### config.mk
export PLATFORM = sky130hd
export DESIGN_NAME = sar_adc_control
export DESIGN_NICKNAME = d
export VERILOG_FILES = /design/src/design/sar_adc_pkg.sv /design/src/design/sar_clock_divider.sv /design/src/design/sar_adc_control.sv
export SDC_FILE = /design/constraint.sdc
export NUM_CORES = 1
export LEC_CHECK = 0
export BUFFER_PORTS_ARGS = -buffer_cell sky130_fd_sc_hd__buf_4
export CAP_MARGIN = 20
export CORE_AREA = 2 2 107 109
export DETAILED_ROUTE_END_ITERATION = 10
export DIE_AREA = 0 0 109 111
export PLACE_DENSITY = 0.71
export SYNTH_ARGS = -nofsm -noshare
export SYNTH_HDL_FRONTEND = slang
export SYNTH_HIERARCHICAL = 1
export SYNTH_SLANG_ARGS = --single-unit
### constraint.sdc
create_clock -name clk -period 6.83 [get_ports clk]
set_input_delay 0.683 -clock clk [delete_from_list [all_inputs] [get_ports clk]]
set_output_delay 0.683 -clock clk [all_outputs]
set_load 0.05 [all_outputs]
### src/design/sar_adc_pkg.sv
/*
 * Shared constants and carrier types for the converter control block.
 * Assumes an 8-bit special-function register port and a 25 MHz system clock.
 */
package sar_adc_pkg;

   // Register addresses
   localparam logic [7:0] ADDR_CONFIG    = 8'hbc;
   localparam logic [7:0] ADDR_RES_LOW   = 8'hbe;
   localparam logic [7:0] ADDR_RES_HIGH  = 8'hbf;
   localparam logic [7:0] ADDR_GT_LOW    = 8'hc4;
   localparam logic [7:0] ADDR_GT_HIGH   = 8'hc5;
   localparam logic [7:0] ADDR_LT_LOW    = 8'hc6;
   localparam logic [7:0] ADDR_LT_HIGH   = 8'hc7;
   localparam logic [7:0] ADDR_CONTROL   = 8'he8;

   // Reset values
   localparam logic [7:0] RST_CONFIG     = 8'h60;
   localparam logic [7:0] RST_CONTROL    = 8'h00;
   localparam logic [7:0] RST_RESULT     = 8'h00;
   localparam logic [7:0] RST_GT         = 8'hff;
   localparam logic [7:0] RST_LT_LOW     = 8'h00;
   localparam logic [7:0] RST_LT_HIGH    = 8'h00;

   // Config register fields
   localparam int CFG_DIV_HI   = 7;
   localparam int CFG_DIV_LO   = 5;
   localparam int CFG_GAIN_HI  = 2;
   localparam int CFG_GAIN_LO  = 0;
   localparam logic [7:0] CFG_WRITE_MASK = 8'he7;

   // Control register bit positions
   localparam int CTL_ENABLE   = 7;
   localparam int CTL_TRACK    = 6;
   localparam int CTL_DONE     = 5;
   localparam int CTL_BUSY     = 4;
   localparam int CTL_SRC_HI   = 3;
   localparam int CTL_SRC_LO   = 2;
   localparam int CTL_WINDOW   = 1;
   localparam int CTL_LJUST    = 0;

   // Start sources
   localparam logic [1:0] SRC_SOFTWARE = 2'h0;
   localparam logic [1:0] SRC_TIMER3   = 2'h1;
   localparam logic [1:0] SRC_EXTERNAL = 2'h2;
   localparam logic [1:0] SRC_TIMER2   = 2'h3;

   // Timing
   localparam int TRACK_SAR_CLKS   = 3;
   localparam int SYS_CLK_KHZ      = 25000;
   localparam int SAR_CLK_MAX_KHZ  = 2000;
   localparam int MIN_SAR_DIV      = (SYS_CLK_KHZ + SAR_CLK_MAX_KHZ - 1) / SAR_CLK_MAX_KHZ;
   localparam int RESULT_BITS      = 10;

   // Register port request
   typedef struct packed {
      logic [7:0] addr;
      logic [7:0] wdata;
      logic       wr;
      logic       rd;
   } sfr_req_t;

   // Raw result from the analog core
   typedef struct packed {
      logic [RESULT_BITS-1:0] data;
      logic                   diff;
   } sar_result_t;

   // One-hot gain select: {half, x16, x8, x4, x2, x1}
   typedef logic [5:0] gain_t;

   typedef enum logic [2:0] {
      ST_IDLE    = 3'h1,
      ST_TRACK   = 3'h2,
      ST_CONVERT = 3'h4
   } conv_state_t;

endpackage : sar_adc_pkg

### src/design/sar_clock_divider.sv
/*
 * Conversion clock enable generator.
 * Assumes the caller restarts it at each start so periods align to the start.
 */
`timescale 1ns/1ps
module sar_clock_divider (
   input  wire logic       clk,
   input  wire logic       resetn,
   input  wire logic [2:0] div_code,
   input  wire logic       restart,
   output logic            sar_tick
);

   logic [3:0] count_q;
   logic [3:0] last;

   // 1xx saturates at sixteen system clocks
   always_comb begin
      if (div_code[2]) begin
         last = 4'hf;
      end else begin
         last = 4'((5'h1 << div_code[1:0]) - 5'h1);
      end
   end

   //////////////////////////////////////////////////////////////////////
   // Free counter, one-cycle pulse at the end of each period
   always_ff @(posedge clk or negedge resetn) begin
      if (!resetn) begin
         count_q  <= 4'h0;
         sar_tick <= 1'b0;
      end else if (restart) begin
         // The start cycle is the first of the period, so the first tick lands
         // one full period later and tracking lasts whole SAR periods
         count_q  <= (last == 4'h0) ? 4'h0 : 4'h1;
         sar_tick <= last == 4'h0;
      end else if (count_q >= last) begin
         count_q  <= 4'h0;
         sar_tick <= 1'b1;
      end else begin
         count_q  <= count_q + 4'h1;
         sar_tick <= 1'b0;
      end
   end

endmodule : sar_clock_divider

### src/design/sar_adc_control.sv
/*
 * Control, result formatting and window detector for a 10-bit SAR converter.
 * Assumes timer overflows and the analog result are on clk; the external
 * start pin is asynchronous. Registers sit on an 8-bit register port.
 */
`timescale 1ns/1ps
module sar_adc_control #(
   parameter int CONV_SAR_CLKS = 16
) (
   input  wire logic                     clk,
   input  wire logic                     resetn,
   input  wire sar_adc_pkg::sfr_req_t    sfr,
   output logic [7:0]                    sfr_rdata,
   input  wire logic                     timer3_overflow,
   input  wire logic                     timer2_overflow,
   input  wire logic                     external_convert_start,
   input  wire sar_adc_pkg::sar_result_t sar_in,
   output logic                          converter_powered,
   output logic                          track_active,
   output logic                          convert_active,
   output logic                          sar_clk_en,
   output sar_adc_pkg::gain_t            amp_gain,
   output logic                          conv_complete_req,
   output logic                          window_match_req
);

   localparam int CW = $clog2(CONV_SAR_CLKS + 1);
   localparam logic [CW-1:0] CONV_LAST  = CW'(CONV_SAR_CLKS - 1);
   localparam logic [CW-1:0] TRACK_LAST = CW'(sar_adc_pkg::TRACK_SAR_CLKS - 1);

   // Configuration fields
   logic [2:0]  sar_clock_divider_q;
   logic [2:0]  amp_gain_select_q;

   // Control fields
   logic        converter_enable_q;
   logic        track_mode_select_q;
   logic        conversion_done_flag_q;
   logic [1:0]  start_source_select_q;
   logic        window_match_flag_q;
   logic        left_justify_select_q;

   // Data and limits
   logic [7:0]  result_low_byte_q;
   logic [7:0]  result_high_byte_q;
   logic [15:0] greater_limit_q;
   logic [15:0] less_limit_q;

   // Sequencer
   sar_adc_pkg::conv_state_t state_q;
   logic [CW-1:0]            clk_count_q;

   // External start synchroniser
   logic ext_s1_q;
   logic ext_s2_q;
   logic ext_s3_q;
   logic ext_level_q;
   logic ext_rise;

   logic        wr_config;
   logic        wr_control;
   logic        sw_start;
   logic        start_ev;
   logic        done_ev;
   logic        sar_tick;
   logic        busy;
   logic [15:0] fmt_word;
   logic        win_hit;
   logic        track_d;

   //////////////////////////////////////////////////////////////////////
   // Write decode
   always_comb begin
      wr_config  = 1'b0;
      wr_control = 1'b0;
      if (sfr.wr && sfr.addr == sar_adc_pkg::ADDR_CONFIG) begin
         wr_config = 1'b1;
      end else if (sfr.wr && sfr.addr == sar_adc_pkg::ADDR_CONTROL) begin
         wr_control = 1'b1;
      end
   end

   //////////////////////////////////////////////////////////////////////
   // External start pin: three flops, level changes once stages two and
   // three agree, so a single glitch sample is never taken as an edge
   always_ff @(posedge clk or negedge resetn) begin
      if (!resetn) begin
         ext_s1_q    <= 1'b0;
         ext_s2_q    <= 1'b0;
         ext_s3_q    <= 1'b0;
         ext_level_q <= 1'b0;
      end else begin
         ext_s1_q <= external_convert_start;
         ext_s2_q <= ext_s1_q;
         ext_s3_q <= ext_s2_q;
         if (ext_s2_q == ext_s3_q) begin
            ext_level_q <= ext_s3_q;
         end
      end
   end

   assign ext_rise = ext_s2_q & ext_s3_q & ~ext_level_q;

   //////////////////////////////////////////////////////////////////////
   // Start selection; the source code carried by the same write decides
   // whether a busy write counts, so one write can both select and start
   assign sw_start = wr_control && sfr.wdata[sar_adc_pkg::CTL_BUSY] &&
                     sfr.wdata[sar_adc_pkg::CTL_SRC_HI:sar_adc_pkg::CTL_SRC_LO]
                        == sar_adc_pkg::SRC_SOFTWARE;

   always_comb begin
      start_ev = 1'b0;
      case (start_source_select_q)
         sar_adc_pkg::SRC_SOFTWARE: start_ev = sw_start;
         sar_adc_pkg::SRC_TIMER3:   start_ev = timer3_overflow;
         sar_adc_pkg::SRC_EXTERNAL: start_ev = ext_rise;
         default:                   start_ev = timer2_overflow;
      endcase
      // A busy write is judged by the source code it carries, not the stored one
      start_ev = start_ev | sw_start;
      // Starts count only when enabled and idle
      if (!converter_enable_q || state_q != sar_adc_pkg::ST_IDLE) begin
         start_ev = 1'b0;
      end
   end

   //////////////////////////////////////////////////////////////////////
   // Conversion clock, realigned on every start so tracking lasts whole
   // SAR periods
   sar_clock_divider u_div (
      .clk      (clk),
      .resetn   (resetn),
      .div_code (sar_clock_divider_q),
      .restart  (start_ev),
      .sar_tick (sar_tick)
   );

   assign sar_clk_en = sar_tick;

   //////////////////////////////////////////////////////////////////////
   // Sequencer: idle, optional three-clock track, then convert
   always_ff @(posedge clk or negedge resetn) begin
      if (!resetn) begin
         state_q     <= sar_adc_pkg::ST_IDLE;
         clk_count_q <= '0;
      end else if (!converter_enable_q) begin
         state_q     <= sar_adc_pkg::ST_IDLE;
         clk_count_q <= '0;
      end else begin
         case (state_q)
            sar_adc_pkg::ST_IDLE: begin
               clk_count_q <= '0;
               if (start_ev) begin
                  if (track_mode_select_q &&
                      start_source_select_q != sar_adc_pkg::SRC_EXTERNAL) begin
                     state_q <= sar_adc_pkg::ST_TRACK;
                  end else begin
                     state_q <= sar_adc_pkg::ST_CONVERT;
                  end
               end
            end
            sar_adc_pkg::ST_TRACK: begin
               if (sar_tick) begin
                  if (clk_count_q == TRACK_LAST) begin
                     clk_count_q <= '0;
                     state_q     <= sar_adc_pkg::ST_CONVERT;
                  end else begin
                     clk_count_q <= clk_count_q + 1'b1;
                  end
               end
            end
            sar_adc_pkg::ST_CONVERT: begin
               if (sar_tick) begin
                  if (clk_count_q == CONV_LAST) begin
                     clk_count_q <= '0;
                     state_q     <= sar_adc_pkg::ST_IDLE;
                  end else begin
                     clk_count_q <= clk_count_q + 1'b1;
                  end
               end
            end
            default: begin
               state_q     <= sar_adc_pkg::ST_IDLE;
               clk_count_q <= '0;
            end
         endcase
      end
   end

   // Busy covers track and convert; it falls as the result lands
   assign busy    = state_q != sar_adc_pkg::ST_IDLE;
   assign done_ev = converter_enable_q && state_q == sar_adc_pkg::ST_CONVERT &&
                    sar_tick && clk_count_q == CONV_LAST;

   //////////////////////////////////////////////////////////////////////
   // Analog side controls
   always_comb begin
      track_d = 1'b0;
      if (converter_enable_q) begin
         if (!track_mode_select_q) begin
            track_d = state_q != sar_adc_pkg::ST_CONVERT;
         end else if (start_source_select_q == sar_adc_pkg::SRC_EXTERNAL) begin
            track_d = !ext_level_q && state_q != sar_adc_pkg::ST_CONVERT;
         end else begin
            track_d = state_q == sar_adc_pkg::ST_TRACK;
         end
      end
   end

   always_ff @(posedge clk or negedge resetn) begin
      if (!resetn) begin
         track_active      <= 1'b0;
         convert_active    <= 1'b0;
         converter_powered <= 1'b0;
      end else begin
         track_active      <= track_d;
         convert_active    <= converter_enable_q && state_q == sar_adc_pkg::ST_CONVERT;
         converter_powered <= converter_enable_q;
      end
   end

   // Gain decode; 10x and 11x ignore their low bit
   always_ff @(posedge clk or negedge resetn) begin
      if (!resetn) begin
         amp_gain <= 6'h01;
      end else if (amp_gain_select_q[2]) begin
         amp_gain <= amp_gain_select_q[1] ? 6'h20 : 6'h10;
      end else begin
         amp_gain <= 6'(6'h01 << amp_gain_select_q[1:0]);
      end
   end

   //////////////////////////////////////////////////////////////////////
   // Result formatting in the justification selected at completion
   always_comb begin
      if (left_justify_select_q) begin
         fmt_word = {sar_in.data, 6'h00};
      end else begin
         fmt_word = {{6{sar_in.diff & sar_in.data[9]}}, sar_in.data};
      end
   end

   // Window compare; signedness follows the channel type. The test is
   // strict, so equal limits flag everything except the limit itself.
   always_comb begin
      logic lt_above;
      logic below_lt;
      logic above_gt;
      lt_above = 1'b0;
      below_lt = 1'b0;
      above_gt = 1'b0;
      if (sar_in.diff) begin
         lt_above = $signed(less_limit_q) > $signed(greater_limit_q);
         below_lt = $signed(fmt_word) < $signed(less_limit_q);
         above_gt = $signed(fmt_word) > $signed(greater_limit_q);
      end else begin
         lt_above = less_limit_q > greater_limit_q;
         below_lt = fmt_word < less_limit_q;
         above_gt = fmt_word > greater_limit_q;
      end
      if (lt_above) begin
         win_hit = below_lt & above_gt;
      end else begin
         win_hit = below_lt | above_gt;
      end
   end

   //////////////////////////////////////////////////////////////////////
   // Result registers: completion outranks a software write
   always_ff @(posedge clk or negedge resetn) begin
      if (!resetn) begin
         result_low_byte_q  <= sar_adc_pkg::RST_RESULT;
         result_high_byte_q <= sar_adc_pkg::RST_RESULT;
      end else if (done_ev) begin
         result_high_byte_q <= fmt_word[15:8];
         result_low_byte_q  <= fmt_word[7:0];
      end else if (sfr.wr) begin
         if (sfr.addr == sar_adc_pkg::ADDR_RES_LOW) begin
            result_low_byte_q <= sfr.wdata;
         end else if (sfr.addr == sar_adc_pkg::ADDR_RES_HIGH) begin
            result_high_byte_q <= sfr.wdata;
         end
      end
   end

   // Limit words
   always_ff @(posedge clk or negedge resetn) begin
      if (!resetn) begin
         greater_limit_q <= {sar_adc_pkg::RST_GT, sar_adc_pkg::RST_GT};
         less_limit_q    <= {sar_adc_pkg::RST_LT_HIGH, sar_adc_pkg::RST_LT_LOW};
      end else if (sfr.wr) begin
         if (sfr.addr == sar_adc_pkg::ADDR_GT_LOW) begin
            greater_limit_q[7:0] <= sfr.wdata;
         end else if (sfr.addr == sar_adc_pkg::ADDR_GT_HIGH) begin
            greater_limit_q[15:8] <= sfr.wdata;
         end else if (sfr.addr == sar_adc_pkg::ADDR_LT_LOW) begin
            less_limit_q[7:0] <= sfr.wdata;
         end else if (sfr.addr == sar_adc_pkg::ADDR_LT_HIGH) begin
            less_limit_q[15:8] <= sfr.wdata;
         end
      end
   end

   // Configuration; unused bits are never stored
   always_ff @(posedge clk or negedge resetn) begin
      if (!resetn) begin
         sar_clock_divider_q <= sar_adc_pkg::RST_CONFIG[sar_adc_pkg::CFG_DIV_HI:
                                                        sar_adc_pkg::CFG_DIV_LO];
         amp_gain_select_q   <= sar_adc_pkg::RST_CONFIG[sar_adc_pkg::CFG_GAIN_HI:
                                                        sar_adc_pkg::CFG_GAIN_LO];
      end else if (wr_config) begin
         sar_clock_divider_q <= sfr.wdata[sar_adc_pkg::CFG_DIV_HI:sar_adc_pkg::CFG_DIV_LO];
         amp_gain_select_q   <= sfr.wdata[sar_adc_pkg::CFG_GAIN_HI:sar_adc_pkg::CFG_GAIN_LO];
      end
   end

   // Control fields
   always_ff @(posedge clk or negedge resetn) begin
      if (!resetn) begin
         converter_enable_q    <= sar_adc_pkg::RST_CONTROL[sar_adc_pkg::CTL_ENABLE];
         track_mode_select_q   <= sar_adc_pkg::RST_CONTROL[sar_adc_pkg::CTL_TRACK];
         start_source_select_q <= sar_adc_pkg::RST_CONTROL[sar_adc_pkg::CTL_SRC_HI:
                                                           sar_adc_pkg::CTL_SRC_LO];
         left_justify_select_q <= sar_adc_pkg::RST_CONTROL[sar_adc_pkg::CTL_LJUST];
      end else if (wr_control) begin
         converter_enable_q    <= sfr.wdata[sar_adc_pkg::CTL_ENABLE];
         track_mode_select_q   <= sfr.wdata[sar_adc_pkg::CTL_TRACK];
         start_source_select_q <= sfr.wdata[sar_adc_pkg::CTL_SRC_HI:sar_adc_pkg::CTL_SRC_LO];
         left_justify_select_q <= sfr.wdata[sar_adc_pkg::CTL_LJUST];
      end
   end

   //////////////////////////////////////////////////////////////////////
   // Sticky flags: hardware set wins over a clearing write in one cycle
   always_ff @(posedge clk or negedge resetn) begin
      if (!resetn) begin
         conversion_done_flag_q <= sar_adc_pkg::RST_CONTROL[sar_adc_pkg::CTL_DONE];
      end else if (done_ev) begin
         conversion_done_flag_q <= 1'b1;
      end else if (wr_control) begin
         conversion_done_flag_q <= sfr.wdata[sar_adc_pkg::CTL_DONE];
      end
   end

   always_ff @(posedge clk or negedge resetn) begin
      if (!resetn) begin
         window_match_flag_q <= sar_adc_pkg::RST_CONTROL[sar_adc_pkg::CTL_WINDOW];
      end else if (done_ev && win_hit) begin
         window_match_flag_q <= 1'b1;
      end else if (wr_control) begin
         window_match_flag_q <= sfr.wdata[sar_adc_pkg::CTL_WINDOW];
      end
   end

   // Request pulses toward the interrupt controller, which applies enables
   always_ff @(posedge clk or negedge resetn) begin
      if (!resetn) begin
         conv_complete_req <= 1'b0;
         window_match_req  <= 1'b0;
      end else begin
         conv_complete_req <= done_ev;
         window_match_req  <= done_ev & win_hit;
      end
   end

   //////////////////////////////////////////////////////////////////////
   // Read port: data one cycle after the read strobe, zero when unmapped
   always_ff @(posedge clk or negedge resetn) begin
      if (!resetn) begin
         sfr_rdata <= 8'h00;
      end else if (!sfr.rd) begin
         sfr_rdata <= 8'h00;
      end else if (sfr.addr == sar_adc_pkg::ADDR_CONFIG) begin
         sfr_rdata <= {sar_clock_divider_q, 2'h0, amp_gain_select_q};
      end else if (sfr.addr == sar_adc_pkg::ADDR_CONTROL) begin
         sfr_rdata <= {converter_enable_q, track_mode_select_q, conversion_done_flag_q,
                       busy, start_source_select_q, window_match_flag_q,
                       left_justify_select_q};
      end else if (sfr.addr == sar_adc_pkg::ADDR_RES_LOW) begin
         sfr_rdata <= result_low_byte_q;
      end else if (sfr.addr == sar_adc_pkg::ADDR_RES_HIGH) begin
         sfr_rdata <= result_high_byte_q;
      end else if (sfr.addr == sar_adc_pkg::ADDR_GT_LOW) begin
         sfr_rdata <= greater_limit_q[7:0];
      end else if (sfr.addr == sar_adc_pkg::ADDR_GT_HIGH) begin
         sfr_rdata <= greater_limit_q[15:8];
      end else if (sfr.addr == sar_adc_pkg::ADDR_LT_LOW) begin
         sfr_rdata <= less_limit_q[7:0];
      end else if (sfr.addr == sar_adc_pkg::ADDR_LT_HIGH) begin
         sfr_rdata <= less_limit_q[15:8];
      end else begin
         sfr_rdata <= 8'h00;
      end
   end

endmodule : sar_adc_control

==> Flow_metrics.wiki <==
{| class="wikitable"
! Metric !! Value
|-
| Number of setup violations in the final report || 0
|-
| Fin crit share || 45.61%
|-
| Wirelength, routed || 14.85 mm
|-
| Clk pin slew, worst setup/hold paths || 0.07 ns
|-
| Tot GR Track Use || 25.84%
|-
| Clock root buffer || clkbuf_16
|-
| Met3 capacity usage during global routing || 5.173%
|-
| Average vias per placed instance || 5.957
|-
| Category of the most critical setup path || flip-flop to flip-flop
|-
| Met1 global-route usage || 35.27%
|-
| Synth-to-layout area growth || 14.41%
|-
| R2r setup slk || 3.71 ns
|-
| Global-route wire length before repair || 24.09 mm
|-
| Number of global-route vias before repair || 4673
|-
| Clock Path Buffers || 2
|-
| Most common library cell in the layout ignoring fill and taps || dfrtp_1
|-
| Portion of the post-synthesis area used by sequential elements || 41.90%
|-
| Final-stage net count || 715
|-
| Fin. Hold Viols || 0
|-
| Total nets after synthesis || 664
|-
| Yosys warning count || 6
|-
| Startpoint kind of the worst setup timing path || flip-flop
|-
| Skew final || 0.01030 ns
|-
| GRT Max-Usage Layer || met2
|-
| Routability congestion estimate || 0.9053
|-
| Leakage power figure || 3.137 nW
|-
| Htree depth || 3
|-
| Total grt overflow || 0
|-
| Detailed-router iteration count before antenna repair || 5
|-
| Die Span X || 109 um
|-
| Synthesis-stage register bit count || 97
|-
| Clock latency of the later-clocked register in the worst-skew pair || 0.35 ns
|-
| Peak supply drop || 0.1479 mV
|-
| Fraction of layout cells with a size suffix above 1 || 24.17%
|-
| Number of maximum-capacitance violations || 0
|-
| # hold bufs at CTS || 0
|-
| Max Clock Freq || 0.3210 GHz
|-
| Pwr Density || 207.4 nW/um^2
|-
| Slew HR || 30.66%
|-
| Clock tree sinks || 97
|-
| CTS resizes || 0
|-
| Synth Cell Area || 5853 um^2
|-
| Result of the run || complete, no violations
|-
| Type of element capturing the critical path || flip-flop
|-
| Setup Total Neg Slack || 0 ns
|-
| Synthesized area divided by synthesized cell count || 10.14 um^2
|-
| First DRT Iteration DRCs || 344
|-
| Std-Cell Rows || 39
|-
| Met2 global-route usage || 42.03%
|-
| Antenna Cells || 0
|-
| Die Y-Extent || 111 um
|-
| CTS tree || built
|-
| Avg WL per Cell || 19.14 um
|-
| Number of buffers inserted by port buffering || 53
|-
| Syn Inst Count || 577
|-
| Post-Route Hold Slack || 0.3202 ns
|-
| Pin count of the biggest net entering global routing || 55
|-
| Detailed Place HPWL || 11.26 mm
|-
| Commonest non-fill, non-tap cells in the layout || 77 x dfrtp_1, 70 x nand2_1, 55 x buf_4
|-
| Cts bufs inserted || 9
|-
| Primary flip-flop cell chosen by synthesis mapping || dfrtp_1
|-
| Unrepaired setup endpoints after global routing || false
|-
| Antenna-violating nets left || 0
|-
| Area of the die || 12100 um^2
|-
| Minimum clock period || 3.115 ns
|-
| Critical Path RT || 7.04 ns
|-
| Post-synth EDFFs || 0
|-
| Arrival time reported for the critical path endpoint || 3.33 ns
|-
| Critical path fanouts, max || 23
|-
| Worst Reg2Reg Path Length in Cells || 10
|-
| I/O pin total || 54
|-
| Count of cell types in the netlist || 62
|-
| Fraction of synthesis flops using an asynchronous set or reset pin || 100.0%
|-
| # DRC || 0
|-
| Post-CTS setup repair buffer count || 0
|-
| Total vias in the final route || 4623
|-
| Number of antenna violations at the first check in global routing || 0
|-
| Class of the most critical hold timing path || input pin to async pin
|-
| Core Area || 11080 um^2
|-
| Max-slew violation total from the final report || 0
|-
| Initial Utilization || 52.84%
|-
| Slew of the pin with the lowest slew margin || 1.036 ns
|}
## metal layers
metal,share of wire [%],up-vias
li1,-,2181
met1,45,2281
met2,48,141
met3,5.2,20
met4,1.8,0
met5,0,-
## cell usage after synthesis (4+ instances only)
| library cell | instances | share of area, % |
|---|---|---|
| nand2_1 | 70 | 4.5 |
| nand4_1 | 9 | 0.96 |
| a31oi_1 | 4 | 0.43 |
| a21o_1 | 4 | 0.51 |
| o211ai_1 | 4 | 0.51 |
| mux2i_1 | 17 | 2.9 |
| nand3_1 | 12 | 1.0 |
| dfrtp_1 | 77 | 33 |
| clkbuf_1 | 9 | 0.58 |
| a21oi_1 | 38 | 3.2 |
| nor3b_1 | 4 | 0.51 |
| nand2b_1 | 8 | 0.86 |
| a211oi_1 | 4 | 0.51 |
| nor2b_1 | 10 | 1.1 |
| a22oi_1 | 4 | 0.51 |
| mux4_2 | 8 | 3.1 |
| o21ai_0 | 52 | 4.4 |
| inv_1 | 44 | 2.8 |
| nor4_1 | 4 | 0.43 |
| ha_1 | 53 | 11 |
| nor2_1 | 19 | 1.2 |
| mux2_2 | 42 | 8.1 |
| dfstp_2 | 20 | 9.0 |
## state kept, by name, summed over array words and instances, names as in the netlist, 2 cells and up
register / count
u_div/count_q: 4
amp_gain: 6
start_source_select_q: 2
result_low_byte_q: 8
sar_clock_divider_q: 3
state_q: 3
greater_limit_q: 16
amp_gain_select_q: 3
less_limit_q: 16
result_high_byte_q: 8
sfr_rdata: 8
clk_count_q: 5
## critical path, stage by stage (launching register included)
cell and delay [ns]:
dfrtp_1 0.82, nand3b_1 0.29, nand2_1 0.14, ha_1 0.35
nand4_1 0.14, nor4_1 0.45, nand2_1 0.10, o21ai_0 0.20
o21ai_0 0.11, a32oi_1 0.23, o21ai_0 0.13
## cell type report
class,instances,area (um^2)
fillers,922,4380
multi-input cells,420,3172
flip-flops and latches,97,2452
repair buffers,55,412.9
clock buffers,9,225.2
well taps,143,178.9
inverters,45,168.9
clock inverters,7,86.33
## logic make-up after synthesis
family,share of synthesized area [%]
fa+ha+maj,11.33
mux,14.07
compound gates,13.47
xor+xnor,0.4490
buf+inv,3.912
flops,41.90
simple gates,14.88
## worst paths after layout
check / from / end
worst min register to register: ext_s1_q$_DFF_PN0_ / ext_s2_q$_DFF_PN0_
worst min-delay path: resetn / ext_s2_q$_DFF_PN0_
worst max-delay path: left_justify_select_q$_DFFE_PN0P_ / window_match_flag_q$_DFFE_PN0P_
worst max register to register: left_justify_select_q$_DFFE_PN0P_ / window_match_flag_q$_DFFE_PN0P_
min in group clk: ext_s1_q$_DFF_PN0_ / ext_s2_q$_DFF_PN0_
max in group asynchronous: resetn / less_limit_q[1]$_DFFE_PN0P_
## stage by stage
step	total power, W	area, um^2	util [%]	worst slack (ns)	instances
2_1_floorplan	0.0007824	5853	-	4.224	577
3_3_place_gp	0.0008611	6385	57.64	3.893	760
3_5_place_dp	0.0008691	6385	57.64	3.762	760
4_1_cts	0.001394	6696	60.45	3.751	776
5_1_grt	0.001449	6696	60.45	3.378	776
6_report	0.001389	6696	60.45	3.715	776
## power by group
part | internal [W] | switching (W) | leakage [nW] | total (W)
clock | 0.000291 | 0.000237 | 0.150 | 0.000528
combinational | 0.0000903 | 0.000130 | 1.73 | 0.000220
sequential | 0.000611 | 0.0000296 | 1.25 | 0.000640
total | 0.000992 | 0.000397 | 3.14 | 0.00139
(Power assumes the default switching activity.)
